==> config.mk <==
export PLATFORM = sky130hd
export DESIGN_NAME = cassette_transfer_status_bank
export DESIGN_NICKNAME = d
export VERILOG_FILES = /design/src/hdl/cassette_pkg.sv /design/src/hdl/cassette_transfer_status_bank.sv
export SDC_FILE = /design/constraint.sdc
export NUM_CORES = 1
export LEC_CHECK = 0
export BUFFER_PORTS_ARGS = -buffer_cell sky130_fd_sc_hd__buf_2
export CELL_PAD_IN_SITES_DETAIL_PLACEMENT = 1
export CELL_PAD_IN_SITES_GLOBAL_PLACEMENT = 2
export CORE_AREA = 2 2 149 151
export DETAILED_ROUTE_END_ITERATION = 6
export DIE_AREA = 0 0 151 153
export HOLD_SLACK_MARGIN = 0.05
export PLACE_DENSITY_LB_ADDON = 0.3
export RECOVER_POWER = 50
export REMOVE_ABC_BUFFERS = 1
export SETUP_SLACK_MARGIN = 0.5
export SYNTH_ARGS = -nofsm -noshare
export SYNTH_HDL_FRONTEND = slang
export SYNTH_SLANG_ARGS = --single-unit
export TNS_END_PERCENT = 30
==> constraint.sdc <==
create_clock -name clk -period 6.2 [get_ports clk]
set_clock_uncertainty 0.2 [all_clocks]
set_input_delay 0 -clock clk [delete_from_list [all_inputs] [get_ports clk]]
set_output_delay 0 -clock clk [all_outputs]
set_load 0.005 [all_outputs]
==> src/hdl/cassette_pkg.sv <==
// constants, field layout and carrier types of the cassette status bank
package cassette_pkg;

  //////////////////////////////////////////////////////////////////////
  // register offsets on the plain port
  localparam logic [7:0] OFF_XFER_CTRL = 8'h0E; // cassette_transfer_control
  localparam logic [7:0] OFF_SIZE      = 8'h0F; // program_size_codes
  localparam logic [7:0] OFF_INTEG     = 8'h10; // memory_integrity_flags
  localparam logic [7:0] OFF_T_HM      = 8'h11; // time_hour_minute
  localparam logic [7:0] OFF_T_MS      = 8'h12; // time_minute_second
  localparam logic [7:0] OFF_T_DH      = 8'h13; // time_date_hour
  localparam logic [7:0] OFF_T_YM      = 8'h14; // time_year_month
  localparam logic [7:0] OFF_T_WD      = 8'h15; // time_weekday_control
  localparam logic [7:0] OFF_CAS_TYPE  = 8'h16; // cassette type code

  //////////////////////////////////////////////////////////////////////
  // bit positions
  localparam int B_UPLOAD  = 0;  // cpu to cassette start
  localparam int B_DNLOAD  = 1;  // cassette to cpu start
  localparam int B_CMP     = 2;  // compare active
  localparam int B_CMP_RES = 3;  // compare result
  localparam int B_E_MODE  = 12; // refused in programming mode
  localparam int B_E_PROT  = 13; // destination write-protected
  localparam int B_E_CAP   = 14; // destination too small
  localparam int B_E_EMPTY = 15; // cassette holds no program
  localparam int B_SETUP   = 11; // setup area reinitialised
  localparam int B_PINV    = 12; // program invalid
  localparam int B_TABLE   = 13; // instruction table reinitialised
  localparam int B_HOT     = 14; // cassette added under power
  localparam int B_AUTO    = 15; // auto-load failed
  localparam int B_ADJ30   = 13; // 30-second adjust (write one)

  //////////////////////////////////////////////////////////////////////
  // codes
  localparam logic [7:0] SZ_NONE  = 8'h00; // no program
  localparam logic [7:0] SZ_SMALL = 8'h04; // under 3.2K words
  localparam logic [7:0] SZ_LARGE = 8'h08; // under 7.2K words
  localparam logic [3:0] CT_NONE  = 4'h0;  // no cassette
  localparam logic [3:0] CT_EE4K  = 4'h1;  // 4K-word eeprom
  localparam logic [3:0] CT_EE8K  = 4'h2;  // 8K-word eeprom
  localparam logic [3:0] CT_EPROM = 4'h4;  // eprom
  localparam logic [15:0] RST_WORD = 16'h0000; // reset value of words

  // transfer operation code to the cassette engine
  typedef enum logic [1:0] {
    OP_UPLOAD  = 2'b00,
    OP_DNLOAD  = 2'b01,
    OP_COMPARE = 2'b10
  } xfer_op_t;

  // cassette status seen at the socket
  typedef struct packed {
    logic       present;     // cassette fitted
    logic       clock_avail; // cassette carries a clock
    logic       wprot;       // write protect switch
    logic [3:0] ctype;       // cassette type code
    logic [7:0] size;        // program size code in cassette
  } cas_stat_t;

  // time of day from the cassette clock, BCD bytes
  typedef struct packed {
    logic [7:0] year;
    logic [7:0] month;
    logic [7:0] date;
    logic [7:0] dow;
    logic [7:0] hour;
    logic [7:0] minute;
    logic [7:0] second;
  } rtc_t;

  // answer of the cassette transfer engine
  typedef struct packed {
    logic done; // level, held until request drops
    logic ok;   // operation completed without fault
    logic diff; // compare found a difference
  } xfer_ans_t;

endpackage : cassette_pkg

==> src/hdl/cassette_transfer_status_bank.sv <==
// cassette transfer control, size codes, integrity flags and time words
//
// The plain strobed port was left to the implementer.
module cassette_transfer_status_bank (
  input  wire logic                   clk,          // 100 MHz scan clock
  input  wire logic                   rst_n,        // async reset
  input  wire logic                   ce,           // clock enable
  input  wire logic [7:0]             addr,         // register offset
  input  wire logic [15:0]            wdata,        // write data
  input  wire logic                   wr,           // write strobe
  input  wire logic                   rd,           // read strobe
  output logic      [15:0]            rdata,        // read data
  input  wire logic [2:0]             force_bits,   // tool force on 0..2
  input  wire logic                   prog_mode,    // programming mode
  input  wire logic [7:0]             cpu_size,     // cpu program size
  input  wire logic                   powerup,      // power-up pulse
  input  wire logic                   setup_bad,    // setup checksum fail
  input  wire logic                   um_bad,       // program checksum fail
  input  wire logic                   bad_instr,    // improper instruction
  input  wire logic                   table_bad,    // table checksum fail
  input  wire logic                   autoload_pin, // auto-load switch
  input  wire cassette_pkg::cas_stat_t cas_pin,     // socket status
  input  wire cassette_pkg::rtc_t      rtc_pin,     // cassette clock
  input  wire cassette_pkg::xfer_ans_t ans_pin,     // engine answer
  output logic                        xfer_req,     // engine request
  output cassette_pkg::xfer_op_t      xfer_op,      // engine operation
  output logic                        setup_restore, // restore setup
  output logic                        table_restore, // restore table
  output logic                        adj30         // 30 s adjust pulse
);

  //////////////////////////////////////////////////////////////////////
  // parameters
  localparam logic [7:0] CPU_CAP = cassette_pkg::SZ_LARGE; // cpu capacity

  // states of the transfer sequencer
  typedef enum logic [2:0] {
    S_IDLE  = 3'b000,
    S_CHECK = 3'b001,
    S_REQ   = 3'b010,
    S_DROP  = 3'b011
  } st_t;

  //////////////////////////////////////////////////////////////////////
  // synchronisers for pins from the cassette side
  cassette_pkg::cas_stat_t cas_s1_ff, cas_ff;   // socket status
  cassette_pkg::rtc_t      rtc_s1_ff, rtc_ff;   // time of day
  cassette_pkg::xfer_ans_t ans_s1_ff, ans_ff;   // engine answer
  logic                    al_s1_ff, al_ff;     // auto-load switch

  // two flip-flops before any logic reads a pin
  always_ff @(posedge clk or negedge rst_n) begin
    if (!rst_n) begin
      cas_s1_ff <= '0;
      cas_ff    <= '0;
      rtc_s1_ff <= '0;
      rtc_ff    <= '0;
      ans_s1_ff <= '0;
      ans_ff    <= '0;
      al_s1_ff  <= 1'b0;
      al_ff     <= 1'b0;
    end else if (ce) begin
      cas_s1_ff <= cas_pin;
      cas_ff    <= cas_s1_ff;
      rtc_s1_ff <= rtc_pin;
      rtc_ff    <= rtc_s1_ff;
      ans_s1_ff <= ans_pin;
      ans_ff    <= ans_s1_ff;
      al_s1_ff  <= autoload_pin;
      al_ff     <= al_s1_ff;
    end
  end

  //////////////////////////////////////////////////////////////////////
  // state
  st_t                   st_ff, nxt_st;       // sequencer state
  logic [2:0]            start_ff, nxt_start; // bits 0..2
  logic                  res_ff, nxt_res;     // compare result
  logic [3:0]            err_ff, nxt_err;     // bits 12..15
  logic [4:0]            integ_ff, nxt_integ; // bits 11..15
  logic                  auto_ff, nxt_auto;   // running auto-load
  logic                  pwr_ff;              // power-up seen
  logic                  pres_ff;             // last presence
  logic [2:0]            frc_ff;              // last force bits
  cassette_pkg::xfer_op_t op_ff, nxt_op;      // operation in flight
  logic [15:0]           rdata_ff, nxt_rdata; // read data

  //////////////////////////////////////////////////////////////////////
  // decode
  wire wr_ctrl  = wr && addr == cassette_pkg::OFF_XFER_CTRL; // ctrl write
  wire wr_wd    = wr && addr == cassette_pkg::OFF_T_WD;      // adj write
  wire idle     = st_ff == S_IDLE;                           // no job
  wire [2:0] wr_set = wr_ctrl ? wdata[2:0] : 3'b000;        // bits to set
  wire [2:0] frc_rise = force_bits & ~frc_ff;               // new force
  wire [2:0] new_req  = (wr_set | frc_rise) & {3{idle}};
  wire auto_go  = idle && powerup && al_ff;                  // auto-load
  wire any_req  = |new_req || auto_go;                       // accepted
  wire [2:0] start_vis = start_ff | force_bits;
  wire hot_ins  = pwr_ff && cas_ff.present && !pres_ff;
  wire clk_ok   = cas_ff.present && cas_ff.clock_avail;

  // refusal checks for the operation in flight
  wire is_up    = op_ff == cassette_pkg::OP_UPLOAD;
  wire is_dn    = op_ff == cassette_pkg::OP_DNLOAD;
  wire is_cmp   = op_ff == cassette_pkg::OP_COMPARE;
  wire no_prog  = !cas_ff.present ||
                  cas_ff.size == cassette_pkg::SZ_NONE;
  wire up_prot  = !cas_ff.present || cas_ff.wprot ||
                  cas_ff.ctype == cassette_pkg::CT_EPROM;
  wire up_cap   = cas_ff.ctype == cassette_pkg::CT_EE4K &&
                  cpu_size > cassette_pkg::SZ_SMALL;
  wire dn_cap   = cas_ff.size > CPU_CAP;

  //////////////////////////////////////////////////////////////////////
  // sequencer next state
  always_comb begin
    nxt_st    = st_ff;
    nxt_start = start_ff;
    nxt_res   = res_ff;
    nxt_err   = err_ff;
    nxt_op    = op_ff;
    nxt_auto  = auto_ff;
    case (st_ff)
      S_IDLE: begin
        if (any_req) begin
          nxt_err   = 4'h0;
          nxt_start = start_ff | new_req;
          nxt_auto  = auto_go && !(|new_req);
          nxt_st    = S_CHECK;
          // upload wins over download, download over compare
          if (new_req[cassette_pkg::B_UPLOAD])
            nxt_op = cassette_pkg::OP_UPLOAD;
          else if (new_req[cassette_pkg::B_DNLOAD] || nxt_auto)
            nxt_op = cassette_pkg::OP_DNLOAD;
          else begin
            nxt_op  = cassette_pkg::OP_COMPARE;
            nxt_res = 1'b0;
          end
        end
      end
      S_CHECK: begin
        nxt_st = S_REQ;
        if (is_cmp) begin
          if (no_prog) begin
            nxt_res = 1'b1;
            nxt_st  = S_IDLE;
          end
        end else if (prog_mode && !auto_ff) begin
          nxt_err[cassette_pkg::B_E_MODE - 12] = 1'b1;
          nxt_st = S_IDLE;
        end else if (is_dn && no_prog) begin
          nxt_err[cassette_pkg::B_E_EMPTY - 12] = 1'b1;
          nxt_st = S_IDLE;
        end else if (is_up && up_prot) begin
          nxt_err[cassette_pkg::B_E_PROT - 12] = 1'b1;
          nxt_st = S_IDLE;
        end else if ((is_up && up_cap) || (is_dn && dn_cap)) begin
          nxt_err[cassette_pkg::B_E_CAP - 12] = 1'b1;
          nxt_st = S_IDLE;
        end
      end
      S_REQ: begin
        // wait for the engine to finish
        if (ans_ff.done) begin
          if (is_cmp)
            nxt_res = ans_ff.diff || !ans_ff.ok;
          nxt_st = S_DROP;
        end
      end
      S_DROP: begin
        // wait for the engine to release its answer
        if (!ans_ff.done)
          nxt_st = S_IDLE;
      end
      default: nxt_st = S_IDLE;
    endcase
    // leaving the job: self-clear the start or compare bit
    if (!idle && nxt_st == S_IDLE) begin
      nxt_start = 3'b000;
      nxt_auto  = 1'b0;
    end
  end

  // auto-load failure: refused, or engine fault taken while done stands;
  // ok means nothing once done has dropped, so it is not read then
  wire auto_fail = auto_ff &&
                   ((st_ff == S_CHECK && nxt_st == S_IDLE) ||
                    (st_ff == S_REQ && ans_ff.done && !ans_ff.ok));

  //////////////////////////////////////////////////////////////////////
  // integrity flags, set only, event wins
  always_comb begin
    nxt_integ = integ_ff;
    if (setup_bad) nxt_integ[cassette_pkg::B_SETUP - 11] = 1'b1;
    if (um_bad || bad_instr)
      nxt_integ[cassette_pkg::B_PINV - 11] = 1'b1;
    if (table_bad) nxt_integ[cassette_pkg::B_TABLE - 11] = 1'b1;
    if (hot_ins)   nxt_integ[cassette_pkg::B_HOT - 11] = 1'b1;
    if (auto_fail) nxt_integ[cassette_pkg::B_AUTO - 11] = 1'b1;
  end

  //////////////////////////////////////////////////////////////////////
  // read mux
  wire [15:0] w_ctrl = {err_ff, 8'h00, res_ff, start_vis};
  wire [15:0] w_size = {cpu_size, cas_ff.present ?
                        cas_ff.size : cassette_pkg::SZ_NONE};
  wire [15:0] w_integ = {integ_ff, 11'h000};
  wire [15:0] w_hm = clk_ok ? {rtc_ff.hour, rtc_ff.minute} : 16'h0000;
  wire [15:0] w_ms = clk_ok ? {rtc_ff.minute, rtc_ff.second} : 16'h0000;
  wire [15:0] w_dh = clk_ok ? {rtc_ff.date, rtc_ff.hour} : 16'h0000;
  wire [15:0] w_ym = clk_ok ? {rtc_ff.year, rtc_ff.month} : 16'h0000;
  wire [15:0] w_wd = clk_ok ? {8'h00, rtc_ff.dow} : 16'h0000;
  wire [15:0] w_ct = {12'h000, cas_ff.present ?
                      cas_ff.ctype : cassette_pkg::CT_NONE};

  always_comb begin
    case (addr)
      cassette_pkg::OFF_XFER_CTRL: nxt_rdata = w_ctrl;
      cassette_pkg::OFF_SIZE:      nxt_rdata = w_size;
      cassette_pkg::OFF_INTEG:     nxt_rdata = w_integ;
      cassette_pkg::OFF_T_HM:      nxt_rdata = w_hm;
      cassette_pkg::OFF_T_MS:      nxt_rdata = w_ms;
      cassette_pkg::OFF_T_DH:      nxt_rdata = w_dh;
      cassette_pkg::OFF_T_YM:      nxt_rdata = w_ym;
      cassette_pkg::OFF_T_WD:      nxt_rdata = w_wd;
      cassette_pkg::OFF_CAS_TYPE:  nxt_rdata = w_ct;
      default:                     nxt_rdata = 16'h0000;     // unmapped
    endcase
  end

  //////////////////////////////////////////////////////////////////////
  // registers
  always_ff @(posedge clk or negedge rst_n) begin
    if (!rst_n) begin
      st_ff    <= S_IDLE;
      start_ff <= 3'b000;
      res_ff   <= 1'b0;
      err_ff   <= 4'h0;
      integ_ff <= 5'h00;
      auto_ff  <= 1'b0;
      op_ff    <= cassette_pkg::OP_UPLOAD;
      rdata_ff <= cassette_pkg::RST_WORD;
    end else if (ce) begin
      st_ff    <= nxt_st;
      start_ff <= nxt_start;
      res_ff   <= nxt_res;
      err_ff   <= nxt_err;
      integ_ff <= nxt_integ;
      auto_ff  <= nxt_auto;
      op_ff    <= nxt_op;
      rdata_ff <= rd ? nxt_rdata : cassette_pkg::RST_WORD;
    end
  end

  // edge trackers and one-cycle pulses
  always_ff @(posedge clk or negedge rst_n) begin
    if (!rst_n) begin
      pwr_ff        <= 1'b0;
      pres_ff       <= 1'b0;
      frc_ff        <= 3'b000;
      setup_restore <= 1'b0;
      table_restore <= 1'b0;
      adj30         <= 1'b0;
    end else if (ce) begin
      pwr_ff        <= pwr_ff | powerup;
      pres_ff       <= cas_ff.present;
      frc_ff        <= force_bits;
      setup_restore <= setup_bad;
      table_restore <= table_bad;
      adj30         <= wr_wd && wdata[cassette_pkg::B_ADJ30];
    end
  end

  // engine request held through the wait
  assign xfer_req = st_ff == S_REQ;
  assign xfer_op  = op_ff;
  assign rdata    = rdata_ff;

endmodule : cassette_transfer_status_bank

==> impl_metrics.yaml, run 1 <==
yosys:
  synth_area_leaders: "dfrtp_1, mux2_2, a22oi_1, o21ai_0, a21oi_1"
  yosys-top-cells-count: "dfrtp_1, mux2_2, a22oi_1"
  synth_edf_count: 0
  syn-cell-area_um2: 8640
  synth-main-ff-cell: "dfrtp_1"
  syn_inst: 667
  synth-seq-cells: 193
  synthDistinctLibCells: 60
  yosysTopAreaCell: "dfrtp_1"
  yosysSeqAreaShare: 0.559
  yosys_warnings: 0
  avgSynthCellArea_um2: 13.0
  yosysMostFrequentCell: "dfrtp_1"
  synth_top_area_frac: 0.559
  synth-async-reset-ratio: 1.00
die:
  initial_utilization: 0.402
  dieArea_um2: 23100
  io_pins: 143
  rows: 54
  die_w_um: 151
  fp.dieH_um: 153
  core_um2: 21500
grt:
  grt_pass1_vias: 7107
  antenna_found_initial: 0
  grt_use_total: 0.219
  grt_start_max_net_pins: 159
  grt_pass1_wl_um: 38600
  gr-total-overflow: 0
clock_network:
  post_cts_buffers: 0
  htreeDepth: 4
  cts_buffers: 17
  clock_latency_ns: 0.44
  clock_sinks: 193
  clock_tree.buffer_depth: 2
  cts_tree: "yes"
  cts_root_buf: "clkbuf_16"
  clk_pin_slew_ns: 0.07
setup_path:
  critical_path_class: "in -> reg"
  crit_path_start_kind: "input port"
  endpoint_kind: "flop"
  cp_max_fo: 30
  required_ns: 6.37
  worstPathArrival_ns: 4.24
power_and_ir_drop:
  ir_drop_v: 0.000158
  power.density_nw_per_um2: 299
  power_leakage_nw: 4.78
flow_run:
  max_cap_viol_count: 1
placement:
  dpl-instance-area_um2: 9500
  port_buffers: 130
  gp_congestion: 0.844
  hpwl_um: 15500
  placed_cells: 1040
timing:
  worst_pin_slew_ns: 1.88
  final_max_slew_viol_count: 30
  fmax_mhz: 246
  hold_viol: 0
  setup_viol: 0
  whs_ns: 0.0000968
  setup_tns_ns: 0
  fin_crit_ns: 4.07
  max_slew_margin: -0.255
  fin_crit_sh: 0.656
  rsz0062_at_grt: "no"
drt:
  vias_per_cell: 5.31
  routed-via-count: 6320
  drt_iter0_markers: 315
  wl_per_cell_um: 20.3
  drc_errors: 0
  drtPass1Iterations: 4
  drtAntennaViolNets: 0
  totalWireLength_um: 24100
cells_and_area:
  layout-drive-gt1-share: 0.364
  stdcell_area_um2: 11300
  nets: 1018
  diodes: 0
  syn2layout_area_growth_pct: 30.5
  final_cells: 1190
  utilization: 0.525
  num-fill-cells: 2211
worst_hold_path:
  hp-class: "in -> async"
status:
  violations: "max-capacitance violations, max-slew violations"
  outcome: "finished with violations"
[cells by family after synthesis]
kind of cell,share of synthesized area
multiplexers,0.223
buffers and inverters,0.0269
flip-flops,0.559
AND/OR/NAND/NOR,0.0733
AO/OA/AOI/OAI,0.118
[state kept, by name (all words and copies together) (netlist names), 3 cells and up]
register   flops
ans_s1_ff      3
integ_ff       5
rtc_ff        56
err_ff         4
frc_ff         3
rtc_s1_ff     56
ans_ff         3
st_ff          3
cas_ff        15
rdata         16
start_ff       3
cas_s1_ff     15
[power by group]
part           internal [mW]  total (mW)  switching (mW)
logic                  0.332       0.619           0.286
clock network          0.649        1.17           0.523
registers               1.43        1.58           0.151
[timing repair]
action,in CTS,in global routing
hold buffers,118,0
hold endpoints to repair,221,0
gates resized for setup,0,0
[through the flow]
step | power [mW] | setup WS (ns)
global route | 3.54 | 1.91
floorplan | 1.91 | 4.07
finish | 3.37 | 2.13
global placement | 2.12 | 3.75
CTS | 3.38 | 3.35
detailed placement | 2.15 | 3.71
[cell usage in the layout (no fill, tap or decap), types with 5 or more instances in the layout]
master / Yosys / layout
a21oi_1: 18 / 18
nand4_1: 7 / 7
nand3_1: 6 / 6
inv_1: 12 / 12
a221oi_1: 7 / 7
nand2_1: 20 / 20
mux2_2: 165 / 164
a221o_1: 7 / 7
o21a_1: 5 / 5
o221ai_1: 5 / 5
a21o_1: 6 / 6
o22ai_1: 7 / 7
a22o_1: 5 / 5
nor2_1: 23 / 23
nor2b_1: 14 / 14
nor3_1: 11 / 11
clkbuf_16: 0 / 17
buf_2: 13 / 116
o21ai_0: 22 / 22
inv_6: 0 / 5
nand2b_1: 8 / 8
mux2i_1: 7 / 7
dlygate4sd3_1: 0 / 118
clkbuf_1: 20 / 13
dfrtp_1: 193 / 193
a22oi_1: 30 / 30
[cell type report]
class,instances,area (um2),area share
Sequential cell,193,4830,0.429
Tap cell,280,350,0.0311
Timing Repair Buffer,250,1850,0.164
Inverter,12,45.0,0.00400
Clock buffer,17,425,0.0377
Multi-Input combinational cell,423,3580,0.317
Clock inverter,15,191,0.0170
[final timing paths]
path	from	to	slack, ns	cells after the start
worst max register to register	cas_ff[14]$_DFFE_PN0P_	rdata[10]$_DFFE_PN0P_	3.20	5
worst min register to register	integ_ff[1]$_DFFE_PN0P_	integ_ff[1]$_DFFE_PN0P_	0.27	1
worst max-delay path	ce	rdata[10]$_DFFE_PN0P_	2.13	7
max in group asynchronous	rst_n	rtc_s1_ff[49]$_DFFE_PN0P_	4.02	3
min in group clk	addr[6]	rdata[6]$_DFFE_PN0P_	0.06	6
worst min-delay path	rst_n	cas_s1_ff[9]$_DFFE_PN0P_	0.0001	2
[worst max-delay path, cell delays in order]
cell	delay, ns
dlygate4sd3_1	0.53
clkbuf_1	1.34
nand3_1	0.44
nor4_2	0.93
a221o_1	0.31
dlygate4sd3_1	0.56
a221o_1	0.11
[metal layers]
metal	routed length (um)	GRT usage	up-vias
met5	0	0	-
met4	552	0.0708	0
met3	1070	0.0478	37
met2	12300	0.369	136
met1	10200	0.280	3201
li1	-	-	2946
Power figures use the tool's default switching activity.
==> inputs of run 2 (changes only) <==
--- a/config.mk
+++ b/config.mk
@@ -5,12 +5,13 @@
 export SDC_FILE = /design/constraint.sdc
 export NUM_CORES = 1
 export LEC_CHECK = 0
+export ABC_AREA = 1
 export BUFFER_PORTS_ARGS = -buffer_cell sky130_fd_sc_hd__buf_2
 export CELL_PAD_IN_SITES_DETAIL_PLACEMENT = 1
 export CELL_PAD_IN_SITES_GLOBAL_PLACEMENT = 2
-export CORE_AREA = 2 2 149 151
+export CORE_AREA = 2 2 174 176
 export DETAILED_ROUTE_END_ITERATION = 6
-export DIE_AREA = 0 0 151 153
+export DIE_AREA = 0 0 176 178
 export HOLD_SLACK_MARGIN = 0.05
 export PLACE_DENSITY_LB_ADDON = 0.3
 export RECOVER_POWER = 50
==> constraint.sdc (replaced) <==
create_clock -name clk -period 3.6 [get_ports clk]
set_clock_uncertainty 0.2 [all_clocks]
set_input_delay 0 -clock clk [delete_from_list [all_inputs] [get_ports clk]]
set_output_delay 0 -clock clk [all_outputs]
set_load 0.005 [all_outputs]
==> run 2 against run 1 <==
The flow still finishes with violations (max-capacitance violations, max-slew violations). Die area rose by 36%. Via count rose by 22%. Combinational power rose by 71%. Register-to-register slack got worse by 2.4 ns. Critical endpoint is now adj30$_DFFE_PN0P_. Highest routed layer unchanged.
==> impl_metrics.yaml, run 2 <==
setup_path:
  cp_slowest_cell: "clkbuf_2"
  endpoint_kind: "flop"
  critical_path_class: "in -> reg"
  critical-path-top-delay-family: "buffers and inverters"
  worstPathArrival_ns: 3.12
  cp_cell_sequence: "dlygate4sd3_1, buf_6, clkinvlp_2, clkbuf_2, nand2_1, o21ai_0, dlygate4sd3_1"
  max_stage_delay_ns: 0.90
  required_ns: 3.72
  cp_max_fo: 66
  crit_path_start_kind: "input port"
  critPathBufInv: 5
  path_common_cell: "dlygate4sd3_1"
status:
  violations: "max-capacitance violations, max-slew violations"
  outcome: "finished with violations"
placement:
  gp_congestion: 0.792
  port_buffers: 130
  post-place-ws_ns: 1.40
  hpwl_um: 18200
  placed_cells: 1554
yosys:
  synth_edf_count: 0
  syn-cell-area_um2: 8700
  yosys_warnings: 0
  synth-async-reset-ratio: 1.00
  synth_top_area_frac: 0.555
  yosysTopAreaCell: "dfrtp_1"
  synth-main-ff-cell: "dfrtp_1"
  synthDistinctLibCells: 37
  avgSynthCellArea_um2: 8.13
  yosysSeqAreaShare: 0.555
  yosys-top-cells-count: "nand2_1, dfrtp_1, inv_1"
  yosysMostFrequentCell: "nand2_1"
  syn_inst: 1069
  synth_area_leaders: "dfrtp_1, nand2_1, o21ai_0, inv_1, nand3_1"
  synth-seq-cells: 193
timing:
  fin_crit_sh: 0.832
  final_max_slew_viol_count: 198
  fmax_mhz: 334
  worst_pin_slew_ns: 2.03
  fin_crit_ns: 3.00
  hold_viol: 0
  setup_tns_ns: 0
  setup_viol: 0
  whs_ns: 0.0711
  fin_ws_ns: 0.604
  rsz0062_at_grt: "no"
  max_slew_margin: -0.353
die:
  core_um2: 29400
  dieArea_um2: 31300
  rows: 63
  io_pins: 143
  die_w_um: 176
  fp.dieH_um: 178
  initial_utilization: 0.296
grt:
  use_met2: 0.294
  grt_start_max_net_pins: 110
  grtUsageMet1: 0.245
  grt_pass1_vias: 8089
  grt_use_total: 0.179
  globalRouteMet3Util: 0.0332
  gr-total-overflow: 0
  antenna_found_initial: 0
  grt-busiest-layer: "met2"
  grt_pass1_wl_um: 43400
drt:
  drc_errors: 0
  totalWireLength_um: 26800
  wl_per_cell_um: 15.7
  drtPass1Iterations: 4
  drtAntennaViolNets: 0
  routed-via-count: 7681
  drt_iter0_markers: 332
  vias_per_cell: 4.51
clock_network:
  htreeDepth: 4
  clock_sinks: 193
  cts_buffers: 17
  post_cts_buffers: 0
  cts_tree: "yes"
  clk_pin_slew_ns: 0.08
  cts_root_buf: "clkbuf_16"
  clock_latency_ns: 0.44
  clock_tree.buffer_depth: 2
cells_and_area:
  layout-drive-gt1-share: 0.155
  syn2layout_area_growth_pct: 32.4
  utilization: 0.392
  final_cell_mix: "nand2_1, dfrtp_1, dlygate4sd3_1, buf_2, inv_1"
  diodes: 0
  final_common_cell: "nand2_1"
  final_cells: 1704
  nets: 1422
flow_run:
  max_cap_viol_count: 3
power_and_ir_drop:
  ir_drop_v: 0.000280
  power.density_nw_per_um2: 481
  power_leakage_nw: 5.81
worst_hold_path:
  hp-class: "in -> reg"
## run 2: changes by cell type after synthesis, moves of 9 or more
cell      previous run  this run
nor2b_1             14         0
nor2_1              23        40
o21ai_0             22        92
inv_1               12       103
mux2_2             165         0
clkbuf_1            20        34
nand2_2              0        13
o21ai_1              0         9
a22oi_1             30         0
inv_2                0        11
nand2_1             20       432
nand3_1              6        34
## run 2: metrics by stage
stage	area [um2]	total power, mW
after floorplan	8520	3.17
after global placement	9770	3.54
after detailed placement	9770	3.56
after CTS	11600	5.63
after global routing	11500	5.87
final	11500	5.54
## run 2: path summary, 6_finish.rpt
path	from	endpoint	slack, ns	depth (start not counted)
min in group asynchronous	rst_n	rtc_s1_ff[38]$_DFFE_PN0P_	1.00	3
max reg2reg	cas_ff[14]$_DFFE_PN0P_	rdata[13]$_DFFE_PN0P_	0.80	10
min	addr[1]	rdata[3]$_DFFE_PN0P_	0.07	7
max in group asynchronous	rst_n	res_ff$_DFFE_PN0P_	0.83	4
max	ce	adj30$_DFFE_PN0P_	0.60	7
min reg2reg	integ_ff[4]$_DFFE_PN0P_	integ_ff[4]$_DFFE_PN0P_	0.26	2
## run 2: cells by family (layout without fill, tap and decap cells)
| family | Yosys count | count (layout) | synth area share |
|---|---|---|---|
| AO/OA/AOI/OAI | 155 | 155 | 0.101 |
| AND/OR/NAND/NOR | 562 | 562 | 0.274 |
| flip-flops | 193 | 193 | 0.555 |
| buffers and inverters | 159 | 404 | 0.0698 |
## run 2: final cells by class
cell class	instances	area, um2
Clock buffer	17	425
Sequential cell	193	4830
Inverter	115	435
Multi-Input combinational cell	717	3260
Clock inverter	15	176
Timing Repair Buffer	257	1900
Fill cell	3549	17900
Tap cell	390	488
## run 2: power by group
| group | switching [mW] | internal, mW |
|---|---|---|
| sequential | 0.142 | 2.40 |
| combinational | 0.656 | 0.401 |
| clock | 0.949 | 0.993 |
| total | 1.75 | 3.79 |
## run 2: metal layers
layer | part of all wire | up-vias
li1 | - | 3834
met1 | 0.48 | 3712
met2 | 0.47 | 118
met3 | 0.035 | 17
met4 | 0.010 | 0
met5 | 0 | -
## run 2: worst min-delay path: cells and delay by family
kind / cells / cell delay [ns]
buffers and inverters: 1 / 0.12
and+or+nand+nor: 6 / 0.54
## run 2: repair_timing
item                                   CTS  global route
hold buffers                           118             0
resized for setup                        0             0
endpoints found under the hold margin  338             0
